<file path="src/shared/avbs_params.svh">
// Offsets, field positions, reset values and bounds of the transmit arbiter
`ifndef AVBS_PARAMS_SVH
`define AVBS_PARAMS_SVH
`define AVBS_OFF_GAIN       8'h00
`define AVBS_OFF_DRAIN      8'h04
`define AVBS_OFF_CTRL       8'h08
`define AVBS_OFF_STATUS     8'h0c
`define AVBS_OFF_CREDIT     8'h10
`define AVBS_OFF_AV_CNT     8'h14
`define AVBS_OFF_PTP_CNT    8'h18
`define AVBS_OFF_LEG_CNT    8'h1c
`define AVBS_CTRL_EN_BIT    0
`define AVBS_CTRL_CLR_BIT   1
`define AVBS_STAT_JUMBO_BIT 0
`define AVBS_STAT_SRC_LSB   2
`define AVBS_STAT_OK_BIT    4
`define AVBS_GAIN_RST       16'h1800
`define AVBS_DRAIN_RST      16'h0800
`define AVBS_CTRL_RST       2'h1
`define AVBS_CREDIT_W       24
`define AVBS_CREDIT_HI      24'sh0fffff
`define AVBS_CREDIT_LO      24'shf00000
`define AVBS_MAX_LEG_BYTES  1522
`endif

</file>
<file path="src/shared/avbs_pkg.sv">
// Types shared by the transmit arbiter modules
package avbs_pkg;
    typedef enum logic [1:0] {
        AVBS_IDLE,
        AVBS_AV,
        AVBS_PTP,
        AVBS_LEG
    } avbs_src_e;
endpackage

</file>
<file path="src/rtl/avbs_fifo.sv">
// Synchronous FIFO with valid and ready on both sides
`timescale 1ns/1ps
module avbs_fifo
    import avbs_pkg::*;
#(
    parameter int W     = 10,
    parameter int DEPTH = 16
)(
    input  wire logic         pclk,
    input  wire logic         presetn,
    input  wire logic         in_valid,
    output logic              in_ready,
    input  wire logic [W-1:0] in_data,
    output logic              out_valid,
    input  wire logic         out_ready,
    output logic [W-1:0]      out_data
);
    localparam int AW = $clog2(DEPTH);
    logic [W-1:0] mem_q [DEPTH];
    logic [AW:0]  wr_q;
    logic [AW:0]  rd_q;
    logic         full;

    assign full      = (wr_q[AW] != rd_q[AW]) && (wr_q[AW-1:0] == rd_q[AW-1:0]);
    assign in_ready  = !full;
    assign out_valid = (wr_q != rd_q);
    assign out_data  = mem_q[rd_q[AW-1:0]];

    always_ff @(posedge pclk)
    begin
        if (in_valid && !full)
            mem_q[wr_q[AW-1:0]] <= in_data;
    end

    always_ff @(posedge pclk or negedge presetn)
    begin
        if (!presetn)
        begin
            wr_q <= '0;
            rd_q <= '0;
        end
        else
        begin
            if (in_valid && !full)
                wr_q <= wr_q + 1'b1;
            if (out_valid && out_ready)
                rd_q <= rd_q + 1'b1;
        end
    end
endmodule // avbs_fifo

</file>
<file path="src/rtl/avbs_credit.sv">
// Credit accumulator of the shaper, one step per MAC byte slot (cycle with mac_tready high)
`timescale 1ns/1ps
`include "avbs_params.svh"
module avbs_credit
    import avbs_pkg::*;
#(
    parameter int GW = 16
)(
    input  wire logic          pclk,
    input  wire logic          presetn,
    input  wire logic [GW-1:0] gain_rate,
    input  wire logic [GW-1:0] drain_rate,
    input  wire logic          av_queued,
    input  wire logic          av_waiting,
    input  wire logic          byte_fire,
    input  wire logic          byte_is_av,
    output logic signed [`AVBS_CREDIT_W-1:0] credit,
    output logic               credit_ok
);
    localparam int CW = `AVBS_CREDIT_W;
    localparam logic signed [CW-1:0] HI = `AVBS_CREDIT_HI;
    localparam logic signed [CW-1:0] LO = `AVBS_CREDIT_LO;
    logic signed [CW:0] cred_x;
    logic signed [CW:0] gain_x;
    logic signed [CW:0] drain_x;

    // One extra bit so that a step never wraps before it is clamped
    function automatic logic signed [CW-1:0] sat(input logic signed [CW:0] v);
        if (v > $signed({HI[CW-1], HI}))
            return HI;
        else if (v < $signed({LO[CW-1], LO}))
            return LO;
        else
            return v[CW-1:0];
    endfunction

    assign cred_x    = $signed({credit[CW-1], credit});
    assign gain_x    = $signed({{(CW+1-GW){1'b0}}, gain_rate});
    assign drain_x   = $signed({{(CW+1-GW){1'b0}}, drain_rate});
    assign credit_ok = !credit[CW-1];

    always_ff @(posedge pclk or negedge presetn)
    begin
        if (!presetn)
            credit <= '0;
        else if (!av_queued && credit > 0)
            credit <= '0;
        else if (byte_fire && byte_is_av)
            credit <= sat(cred_x - drain_x);
        else if (byte_fire && av_waiting)
            credit <= sat(cred_x + gain_x);
    end
endmodule // avbs_credit

</file>
<file path="src/rtl/avbs_arbiter.sv">
// Transmit arbiter: AV, PTP and legacy sources, shaper, APB registers
//
// Decided for this implementation: the APB register port and the address map.
`timescale 1ns/1ps
`include "avbs_params.svh"
module avbs_arbiter
    import avbs_pkg::*;
#(
    parameter int FIFO_DEPTH    = 16,
    parameter int MAX_LEG_BYTES = `AVBS_MAX_LEG_BYTES
)(
    input  wire logic        pclk,
    input  wire logic        presetn,
    input  wire logic        psel,
    input  wire logic        penable,
    input  wire logic        pwrite,
    input  wire logic [7:0]  paddr,
    input  wire logic [31:0] pwdata,
    output logic [31:0]      prdata,
    output logic             pready,
    output logic             pslverr,
    input  wire logic [7:0]  av_tdata,
    input  wire logic        av_stream_valid,
    input  wire logic        av_tlast,
    output logic             av_tready,
    input  wire logic [7:0]  ptp_tdata,
    input  wire logic        ptp_tvalid,
    input  wire logic        ptp_tlast,
    output logic             ptp_tready,
    input  wire logic [7:0]  leg_tdata,
    input  wire logic        leg_tvalid,
    input  wire logic        leg_tlast,
    output logic             leg_tready,
    output logic [7:0]       mac_tdata,
    output logic             mac_tvalid,
    output logic             mac_tlast,
    input  wire logic        mac_tready
);
    // =====================================================================
    // Declarations
    localparam int CW = `AVBS_CREDIT_W;
    localparam int LW = $clog2(MAX_LEG_BYTES + 1);
    localparam logic [LW-1:0] LEG_LAST = LW'(MAX_LEG_BYTES - 1);

    avbs_src_e                state_q;
    logic                     park_q;
    logic [15:0]              gain_q;
    logic [15:0]              drain_q;
    logic [1:0]               ctrl_q;
    logic                     jumbo_q;
    logic [LW-1:0]            leg_len_q;
    logic                     leg_drop_q;
    logic [15:0]              av_cnt_q;
    logic [15:0]              ptp_cnt_q;
    logic [15:0]              leg_cnt_q;
    logic [31:0]              prdata_q;
    logic                     pslverr_q;
    logic signed [CW-1:0]     credit;
    logic                     credit_ok;
    logic                     av_go;
    logic                     fin_valid;
    logic                     fin_ready;
    logic [7:0]               fin_data;
    logic                     fin_last;
    logic                     fin_av;
    logic                     fin_fire;
    logic                     leg_cut;
    logic                     fout_valid;
    logic [9:0]               fout_data;
    logic                     mac_fire;
    logic                     apb_acc;
    logic                     apb_wr;
    logic                     mapped;
    logic [31:0]              rd_word;
    logic                     cnt_clr;
    logic                     jumbo_clr;

    // =====================================================================
    // Source choice
    function automatic avbs_src_e pick(input logic en, input logic av,
                                       input logic ok, input logic ptp,
                                       input logic leg);
        if (!en)
            return AVBS_IDLE;
        else if (av && ok)
            return AVBS_AV;
        else if (ptp)
            return AVBS_PTP;
        else if (leg)
            return AVBS_LEG;
        else
            return AVBS_IDLE;
    endfunction

    // Inside a frame AV always runs; at a frame boundary the credit decides
    assign av_go    = !park_q || credit_ok;
    assign fin_fire = fin_valid && fin_ready;
    assign leg_cut  = (leg_len_q == LEG_LAST) && !leg_tlast;

    // =====================================================================
    // Arbiter state
    always_ff @(posedge pclk or negedge presetn)
    begin
        if (!presetn)
        begin
            state_q <= AVBS_IDLE;
            park_q  <= 1'b0;
        end
        else
        begin
            unique case (state_q)
                AVBS_IDLE:
                begin
                    state_q <= pick(ctrl_q[`AVBS_CTRL_EN_BIT],
                                    av_stream_valid, credit_ok,
                                    ptp_tvalid, leg_tvalid);
                    park_q  <= 1'b0;
                end
                AVBS_AV:
                begin
                    if (fin_fire && fin_last)
                        park_q <= 1'b1;
                    else if (fin_fire)
                        park_q <= 1'b0;
                    if (park_q && !(av_stream_valid && credit_ok))
                    begin
                        state_q <= pick(ctrl_q[`AVBS_CTRL_EN_BIT], 1'b0,
                                        1'b0, ptp_tvalid,
                                        leg_tvalid);
                        park_q  <= 1'b0;
                    end
                end
                AVBS_PTP:
                begin
                    if (fin_fire && fin_last)
                        state_q <= AVBS_IDLE;
                end
                AVBS_LEG:
                begin
                    if (leg_drop_q && leg_tvalid && leg_tlast)
                        state_q <= AVBS_IDLE;
                    else if (fin_fire && fin_last && !leg_cut)
                        state_q <= AVBS_IDLE;
                end
            endcase
        end
    end

    // =====================================================================
    // Legacy length guard: no jumbo frames, overlong tail is discarded
    always_ff @(posedge pclk or negedge presetn)
    begin
        if (!presetn)
        begin
            leg_len_q  <= '0;
            leg_drop_q <= 1'b0;
        end
        else if (leg_drop_q)
        begin
            if (leg_tvalid && leg_tlast)
                leg_drop_q <= 1'b0;
        end
        else if (state_q == AVBS_LEG && fin_fire)
        begin
            if (fin_last)
            begin
                leg_len_q  <= '0;
                leg_drop_q <= leg_cut;
            end
            else
                leg_len_q <= leg_len_q + 1'b1;
        end
    end

    // =====================================================================
    // Byte path into the FIFO
    always_comb
    begin
        fin_valid  = 1'b0;
        fin_data   = 8'h00;
        fin_last   = 1'b0;
        fin_av     = 1'b0;
        av_tready  = 1'b0;
        ptp_tready = 1'b0;
        leg_tready = 1'b0;
        unique case (state_q)
            AVBS_IDLE:
            begin
                fin_valid = 1'b0;
            end
            AVBS_AV:
            begin
                fin_valid = av_stream_valid && av_go;
                av_tready = fin_ready && av_go;
                fin_data  = av_tdata;
                fin_last  = av_tlast;
                fin_av    = 1'b1;
            end
            AVBS_PTP:
            begin
                fin_valid  = ptp_tvalid;
                ptp_tready = fin_ready;
                fin_data   = ptp_tdata;
                fin_last   = ptp_tlast;
            end
            AVBS_LEG:
            begin
                if (leg_drop_q)
                    leg_tready = 1'b1;
                else
                begin
                    fin_valid  = leg_tvalid;
                    leg_tready = fin_ready;
                    fin_data   = leg_tdata;
                    fin_last   = leg_tlast || (leg_len_q == LEG_LAST);
                end
            end
        endcase
    end

    // Sixteen bytes of slack toward the MAC; a stalled MAC stalls every source except a legacy tail being discarded
    avbs_fifo #(
        .W     (10),
        .DEPTH (FIFO_DEPTH)
    ) u_fifo (
        .pclk      (pclk),
        .presetn   (presetn),
        .in_valid  (fin_valid),
        .in_ready  (fin_ready),
        .in_data   ({fin_av, fin_last, fin_data}),
        .out_valid (fout_valid),
        .out_ready (mac_tready),
        .out_data  (fout_data)
    );

    assign mac_tvalid = fout_valid;
    assign mac_tdata  = fout_data[7:0];
    assign mac_tlast  = fout_data[8];
    assign mac_fire   = fout_valid && mac_tready;

    // =====================================================================
    // Gain per MAC byte slot, so AV blocked on an idle link still recovers
    avbs_credit #(
        .GW (16)
    ) u_credit (
        .pclk       (pclk),
        .presetn    (presetn),
        .gain_rate  (gain_q),
        .drain_rate (drain_q),
        .av_queued  (av_stream_valid || (state_q == AVBS_AV && !park_q)),
        .av_waiting (av_stream_valid && state_q != AVBS_AV &&
                     !(state_q == AVBS_IDLE && credit_ok)),
        .byte_fire  (mac_tready),
        .byte_is_av (mac_fire && fout_data[9]),
        .credit     (credit),
        .credit_ok  (credit_ok)
    );

    // =====================================================================
    // APB register file: zero wait states, error on unmapped offsets
    assign apb_acc   = psel && penable;
    assign apb_wr    = apb_acc && pwrite;
    assign cnt_clr   = apb_wr && paddr == `AVBS_OFF_CTRL &&
                       pwdata[`AVBS_CTRL_CLR_BIT];
    assign jumbo_clr = apb_wr && paddr == `AVBS_OFF_STATUS &&
                       pwdata[`AVBS_STAT_JUMBO_BIT];

    always_comb
    begin
        mapped  = 1'b1;
        rd_word = 32'h0000_0000;
        unique case (paddr)
            `AVBS_OFF_GAIN:   rd_word = {16'h0000, gain_q};
            `AVBS_OFF_DRAIN:  rd_word = {16'h0000, drain_q};
            `AVBS_OFF_CTRL:   rd_word = {30'h0000_0000, 1'b0,
                                         ctrl_q[`AVBS_CTRL_EN_BIT]};
            `AVBS_OFF_STATUS:
            begin
                rd_word[`AVBS_STAT_JUMBO_BIT]                = jumbo_q;
                rd_word[`AVBS_STAT_SRC_LSB+1:`AVBS_STAT_SRC_LSB] = state_q;
                rd_word[`AVBS_STAT_OK_BIT]                   = credit_ok;
            end
            `AVBS_OFF_CREDIT: rd_word = 32'(credit);
            `AVBS_OFF_AV_CNT: rd_word = {16'h0000, av_cnt_q};
            `AVBS_OFF_PTP_CNT: rd_word = {16'h0000, ptp_cnt_q};
            `AVBS_OFF_LEG_CNT: rd_word = {16'h0000, leg_cnt_q};
            default:          mapped  = 1'b0;
        endcase
    end

    always_ff @(posedge pclk or negedge presetn)
    begin
        if (!presetn)
        begin
            gain_q  <= `AVBS_GAIN_RST;
            drain_q <= `AVBS_DRAIN_RST;
            ctrl_q  <= `AVBS_CTRL_RST;
        end
        else if (apb_wr)
        begin
            if (paddr == `AVBS_OFF_GAIN)
                gain_q <= pwdata[15:0];
            if (paddr == `AVBS_OFF_DRAIN)
                drain_q <= pwdata[15:0];
            if (paddr == `AVBS_OFF_CTRL)
                ctrl_q <= {1'b0, pwdata[`AVBS_CTRL_EN_BIT]};
        end
    end

    // Read data is latched in the setup cycle so it stands in the access one
    always_ff @(posedge pclk or negedge presetn)
    begin
        if (!presetn)
        begin
            prdata_q  <= 32'h0000_0000;
            pslverr_q <= 1'b0;
        end
        else if (psel && !penable)
        begin
            prdata_q  <= pwrite ? 32'h0000_0000 : rd_word;
            pslverr_q <= !mapped;
        end
    end

    assign prdata  = prdata_q;
    assign pready  = 1'b1;
    assign pslverr = apb_acc && pslverr_q;

    // =====================================================================
    // Status: sticky overlong flag and frame counters; the event beats a clear
    always_ff @(posedge pclk or negedge presetn)
    begin
        if (!presetn)
            jumbo_q <= 1'b0;
        else if (state_q == AVBS_LEG && fin_fire && leg_cut)
            jumbo_q <= 1'b1;
        else if (jumbo_clr)
            jumbo_q <= 1'b0;
    end

    always_ff @(posedge pclk or negedge presetn)
    begin
        if (!presetn)
        begin
            av_cnt_q  <= 16'h0000;
            ptp_cnt_q <= 16'h0000;
            leg_cnt_q <= 16'h0000;
        end
        else
        begin
            if (cnt_clr)
            begin
                av_cnt_q  <= 16'h0000;
                ptp_cnt_q <= 16'h0000;
                leg_cnt_q <= 16'h0000;
            end
            if (fin_fire && fin_last)
            begin
                unique case (state_q)
                    AVBS_AV:  av_cnt_q  <= (cnt_clr ? 16'h0000 : av_cnt_q)
                                           + 16'h0001;
                    AVBS_PTP: ptp_cnt_q <= (cnt_clr ? 16'h0000 : ptp_cnt_q)
                                           + 16'h0001;
                    AVBS_LEG: leg_cnt_q <= (cnt_clr ? 16'h0000 : leg_cnt_q)
                                           + 16'h0001;
                    AVBS_IDLE: ;
                endcase
            end
        end
    end
endmodule // avbs_arbiter

</file>
<file path="config.mk">
export PLATFORM = sky130hd
export DESIGN_NAME = avbs_arbiter
export DESIGN_NICKNAME = d
export VERILOG_FILES = /design/src/shared/avbs_pkg.sv /design/src/rtl/avbs_fifo.sv /design/src/rtl/avbs_credit.sv /design/src/rtl/avbs_arbiter.sv
export VERILOG_INCLUDE_DIRS = /design/src /design/src/shared
export SDC_FILE = /design/constraint.sdc
export NUM_CORES = 1
export LEC_CHECK = 0
export ABC_AREA = 1
export BUFFER_PORTS_ARGS = -buffer_cell sky130_fd_sc_hd__buf_2
export CORE_MARGIN = 5
export CORE_UTILIZATION = 57
export DETAILED_ROUTE_END_ITERATION = 8
export GPL_ROUTABILITY_DRIVEN = 0
export PLACE_DENSITY = 0.86
export SLEW_MARGIN = 20
export SYNTH_ARGS = -nofsm -noshare
export SYNTH_HDL_FRONTEND = slang
export SYNTH_SLANG_ARGS = --single-unit
</file>
<file path="constraint.sdc">
create_clock -name pclk -period 3.6 [get_ports pclk]
set_clock_uncertainty 0.2 [all_clocks]
set_input_delay 0.54 -clock pclk [delete_from_list [all_inputs] [get_ports pclk]]
set_output_delay 0.54 -clock pclk [all_outputs]
set_load 0.1 [all_outputs]
</file>
==> flow_metrics.env <==
export IMPL_status="completed"
export IMPL_tns_ns=0
export IMPL_slew_headroom=0.4125
export IMPL_grt_pass1_wl_um=76490
export IMPL_fp_dieW_um=184.4
export IMPL_drv_cap=0
export IMPL_drive_gt1_frac=0.1041
export IMPL_io_pins=123
export IMPL_pwr_share_seq=0.314
export IMPL_start_util=0.5816
export IMPL_io_buffers=105
export IMPL_yosysMostFrequentCell="nand2_1"
export IMPL_synth_edf_count=160
export IMPL_p_int_uw=7900
export IMPL_ys_seq_elements=316
export IMPL_drt_iter0_drc=2014
export IMPL_setup_ws_ns=0.09805
export IMPL_ant_nets=0
export IMPL_cts_buffers=34
export IMPL_fp_row_count=63
export IMPL_crit_slowest_cell="dfrtp_2"
export IMPL_fmaxAchievable_mhz=285.6
export IMPL_clockBufferDepth=3
export IMPL_rsz0062_at_grt="false"
export IMPL_cts_clk_slew_worst_paths_ns=0.07
export IMPL_ir_drop_v=0.0006577
export IMPL_root_buffer="clkbuf_16"
export IMPL_leakagePower_uw=0.009168
export IMPL_sw_frac_of_total=0.4295
export IMPL_htreeDepth=2
export IMPL_avgSynthCellArea_um2=8.316
export IMPL_dr_pass1_iters=7
export IMPL_end_kind="output port"
export IMPL_hp_class="in2reg"
export IMPL_grt_pass1_vias=14950
export IMPL_crit_chain="inv_2, buf_12, buf_4, o21ai_0, o221ai_1, nand3_1, nand3_1, buf_12"
export IMPL_dp_slack_ns=0.4106
export IMPL_antenna_found_initial=0
export IMPL_cp_buffers_inverters=4
export IMPL_finalHoldViolations=0
export IMPL_syn_area_mm2=0.01733
export IMPL_start_kind="flip-flop"
export IMPL_clk_latency_ns=0.54
export IMPL_worstPathRequired_ns=2.86
export IMPL_synthArstFlopShare=0.4937
export IMPL_fp_dieArea_mm2=0.03399
export IMPL_yosys_area_top_type="edfxtp_1"
export IMPL_clkSinkCount=316
export IMPL_mappedNetlistNets=2204
export IMPL_worst_slew_pin_slew_ns=0.8792
export IMPL_p_per_area_mw_per_mm2=706.9
export IMPL_fin_crit_ns=3.502
export IMPL_vias=15700
export IMPL_maxSlewViolCount=0
export IMPL_setup_viol=0
export IMPL_ys_top_cells_by_area="edfxtp_1 28%, dfrtp_1 22%, nand2_1 13%, inv_1 5.0%, o21ai_0 4.5%"
export IMPL_hpwl_um=34510
export IMPL_synth_top_flop_cell="edfxtp_1"
export IMPL_syn2layout_area_growth_pct=13.04
export IMPL_wl_per_cell_um=18.62
export IMPL_grt_max_degree=67
export IMPL_postCtsSetupBuffers=0
export IMPL_yosysSeqAreaShare=0.5028
export IMPL_dieHeight_um=184.4
export IMPL_track_usage=0.2805
export IMPL_routed_via_density=6.016
export IMPL_cts_tree="built"
export IMPL_syn_inst=2084
export IMPL_core_mm2=0.02980
export IMPL_n_fill_cell=2260
export IMPL_final_nets=2313
export IMPL_ys_warn_count=0
export IMPL_n_antenna_cell=0
export IMPL_p_clk_frac=0.243
export IMPL_overflow=0
export IMPL_ys_types=48
export IMPL_crit_fanout=41
export IMPL_arrival_ns=2.76
export IMPL_route_detailed_drc=0
export IMPL_synth_top_area_frac=0.2772
export IMPL_combinationalPowerShare=0.443
export IMPL_wirelength_um=48570
export IMPL_cpPeakStageDelay_ns=0.57
export IMPL_worstSetupPathType="reg2out"
export IMPL_p_switching_uw=5948
export IMPL_synth_common_cells="588 x nand2_1, 232 x inv_1, 204 x nor2_1"
export IMPL_finalCritPeriodShare=0.9728
export IMPL_cp_top_family="buffers and inverters"
==> power groups by stage <==
stage | Sequential, uW | Combinational, uW | Clock, uW
finish | 4340 | 6140 | 3370
global route | 4350 | 6610 | 3550
CTS | 4330 | 6000 | 3390
detailed placement | 4390 | 5920 | 0
global placement | 4380 | 5740 | 0
floorplan | 4270 | 4300 | 0
==> placed cells by master (no fill, tap or decap), types with 25 or more instances in the layout <==
cell type and count:
edfxtp_1 160, nand4_1 32, ha_1 42, o21ai_0 157, buf_2 95, inv_1 232, clkbuf_16 34, dfrtp_1 151
buf_4 42, nand2_1 587, nand3_1 124, a21oi_1 50, nor2_1 204, xor2_1 69, o22ai_1 25
==> worst paths after layout <==
path	from	endpoint	slack, ns	cells past startpoint
worst min register to register	drain_q[2]$_DFFE_PN0P_	drain_q[2]$_DFFE_PN0P_	0.28	2
min in group asynchronous	presetn	leg_len_q[10]$_DFFE_PN0P_	0.35	2
max in group asynchronous	presetn	gain_q[11]$_DFFE_PN1P_	1.93	3
worst max register to register	u_credit.credit[1]$_DFFE_PN0P_	u_credit.credit[2]$_DFFE_PN0P_	0.27	16
worst min-delay path	pwdata[11]	drain_q[11]$_DFFE_PN1P_	0.06	3
worst max-delay path	u_fifo.rd_q[0]$_DFFE_PN0P_	mac_tdata[5]	0.1	8
==> routing by layer <==
layer / routed length (um) / global-route usage
met5: 0 / 0
met2: 22250 / 0.4412
met4: 2345 / 0.1284
met3: 5486 / 0.05289
met1: 18490 / 0.3807
==> cell type report <==
type | instances | area, um^2 | area share
Sequential cell | 316 | 8715 | 0.4448
Multi-Input combinational cell | 1444 | 7347 | 0.3750
Timing Repair Buffer | 151 | 1044 | 0.05327
Inverter | 246 | 923.4 | 0.04714
Clock buffer | 44 | 888.4 | 0.04535
Tap cell | 390 | 488.0 | 0.02491
Clock inverter | 18 | 185.2 | 0.009453
==> sequential cells by signal, summed over array words and instances (netlist names), 2 cells and up <==
| signal | cells |
|---|---|
| u_fifo.rd_q | 5 |
| leg_len_q | 11 |
| ptp_cnt_q | 16 |
| u_fifo.mem_q | 160 |
| prdata | 24 |
| drain_q | 16 |
| leg_cnt_q | 16 |
| gain_q | 16 |
| u_fifo.wr_q | 5 |
| av_cnt_q | 16 |
| state_q | 2 |
| u_credit.credit | 24 |
==> kinds of logic after synthesis <==
group           synth area share
flops                     0.5028
buf+inv                  0.07342
fa+ha+maj                0.03263
xor+xnor                 0.04548
mux                    0.0006497
other cells            0.0002164
simple gates              0.2401
compound gates            0.1047
==> metrics by stage <==
step	hold WS (ns)	std cells	area, um^2	utilization	power (uW)
2_1_floorplan	0.04441	2084	17330	-	8566
3_3_place_gp	0.2670	2546	18500	0.6209	10130
3_5_place_dp	0.2741	2546	18500	0.6209	10320
4_1_cts	0.05499	2609	19580	0.6573	13720
5_1_grt	0.09348	2609	19590	0.6575	14510
6_report	0.05604	2609	19590	0.6575	13850
==> worst register-to-register path, cell delays in order, from the launching register on <==
cell and delay [ns]:
dfrtp_1 0.46, inv_1 0.16, fa_1 0.46, nand3b_1 0.17, nand2_1 0.14, nand2_1 0.07, nand2_1 0.20, nand2_1 0.10
nand3_1 0.13, nand2_1 0.06, nand2_1 0.07, nand3_1 0.07, nand2_1 0.55, nand2_1 0.15, nand3_1 0.12, nand3_1 0.08
nand2_1 0.08
==> what timing repair did <==
action | CTS | global route
endpoints found under the hold margin | 52 | 0
hold buffers | 1 | 0
endpoints found under the setup margin | 0 | 8
gates resized for setup | 0 | 2
(Power assumes the default switching activity.)
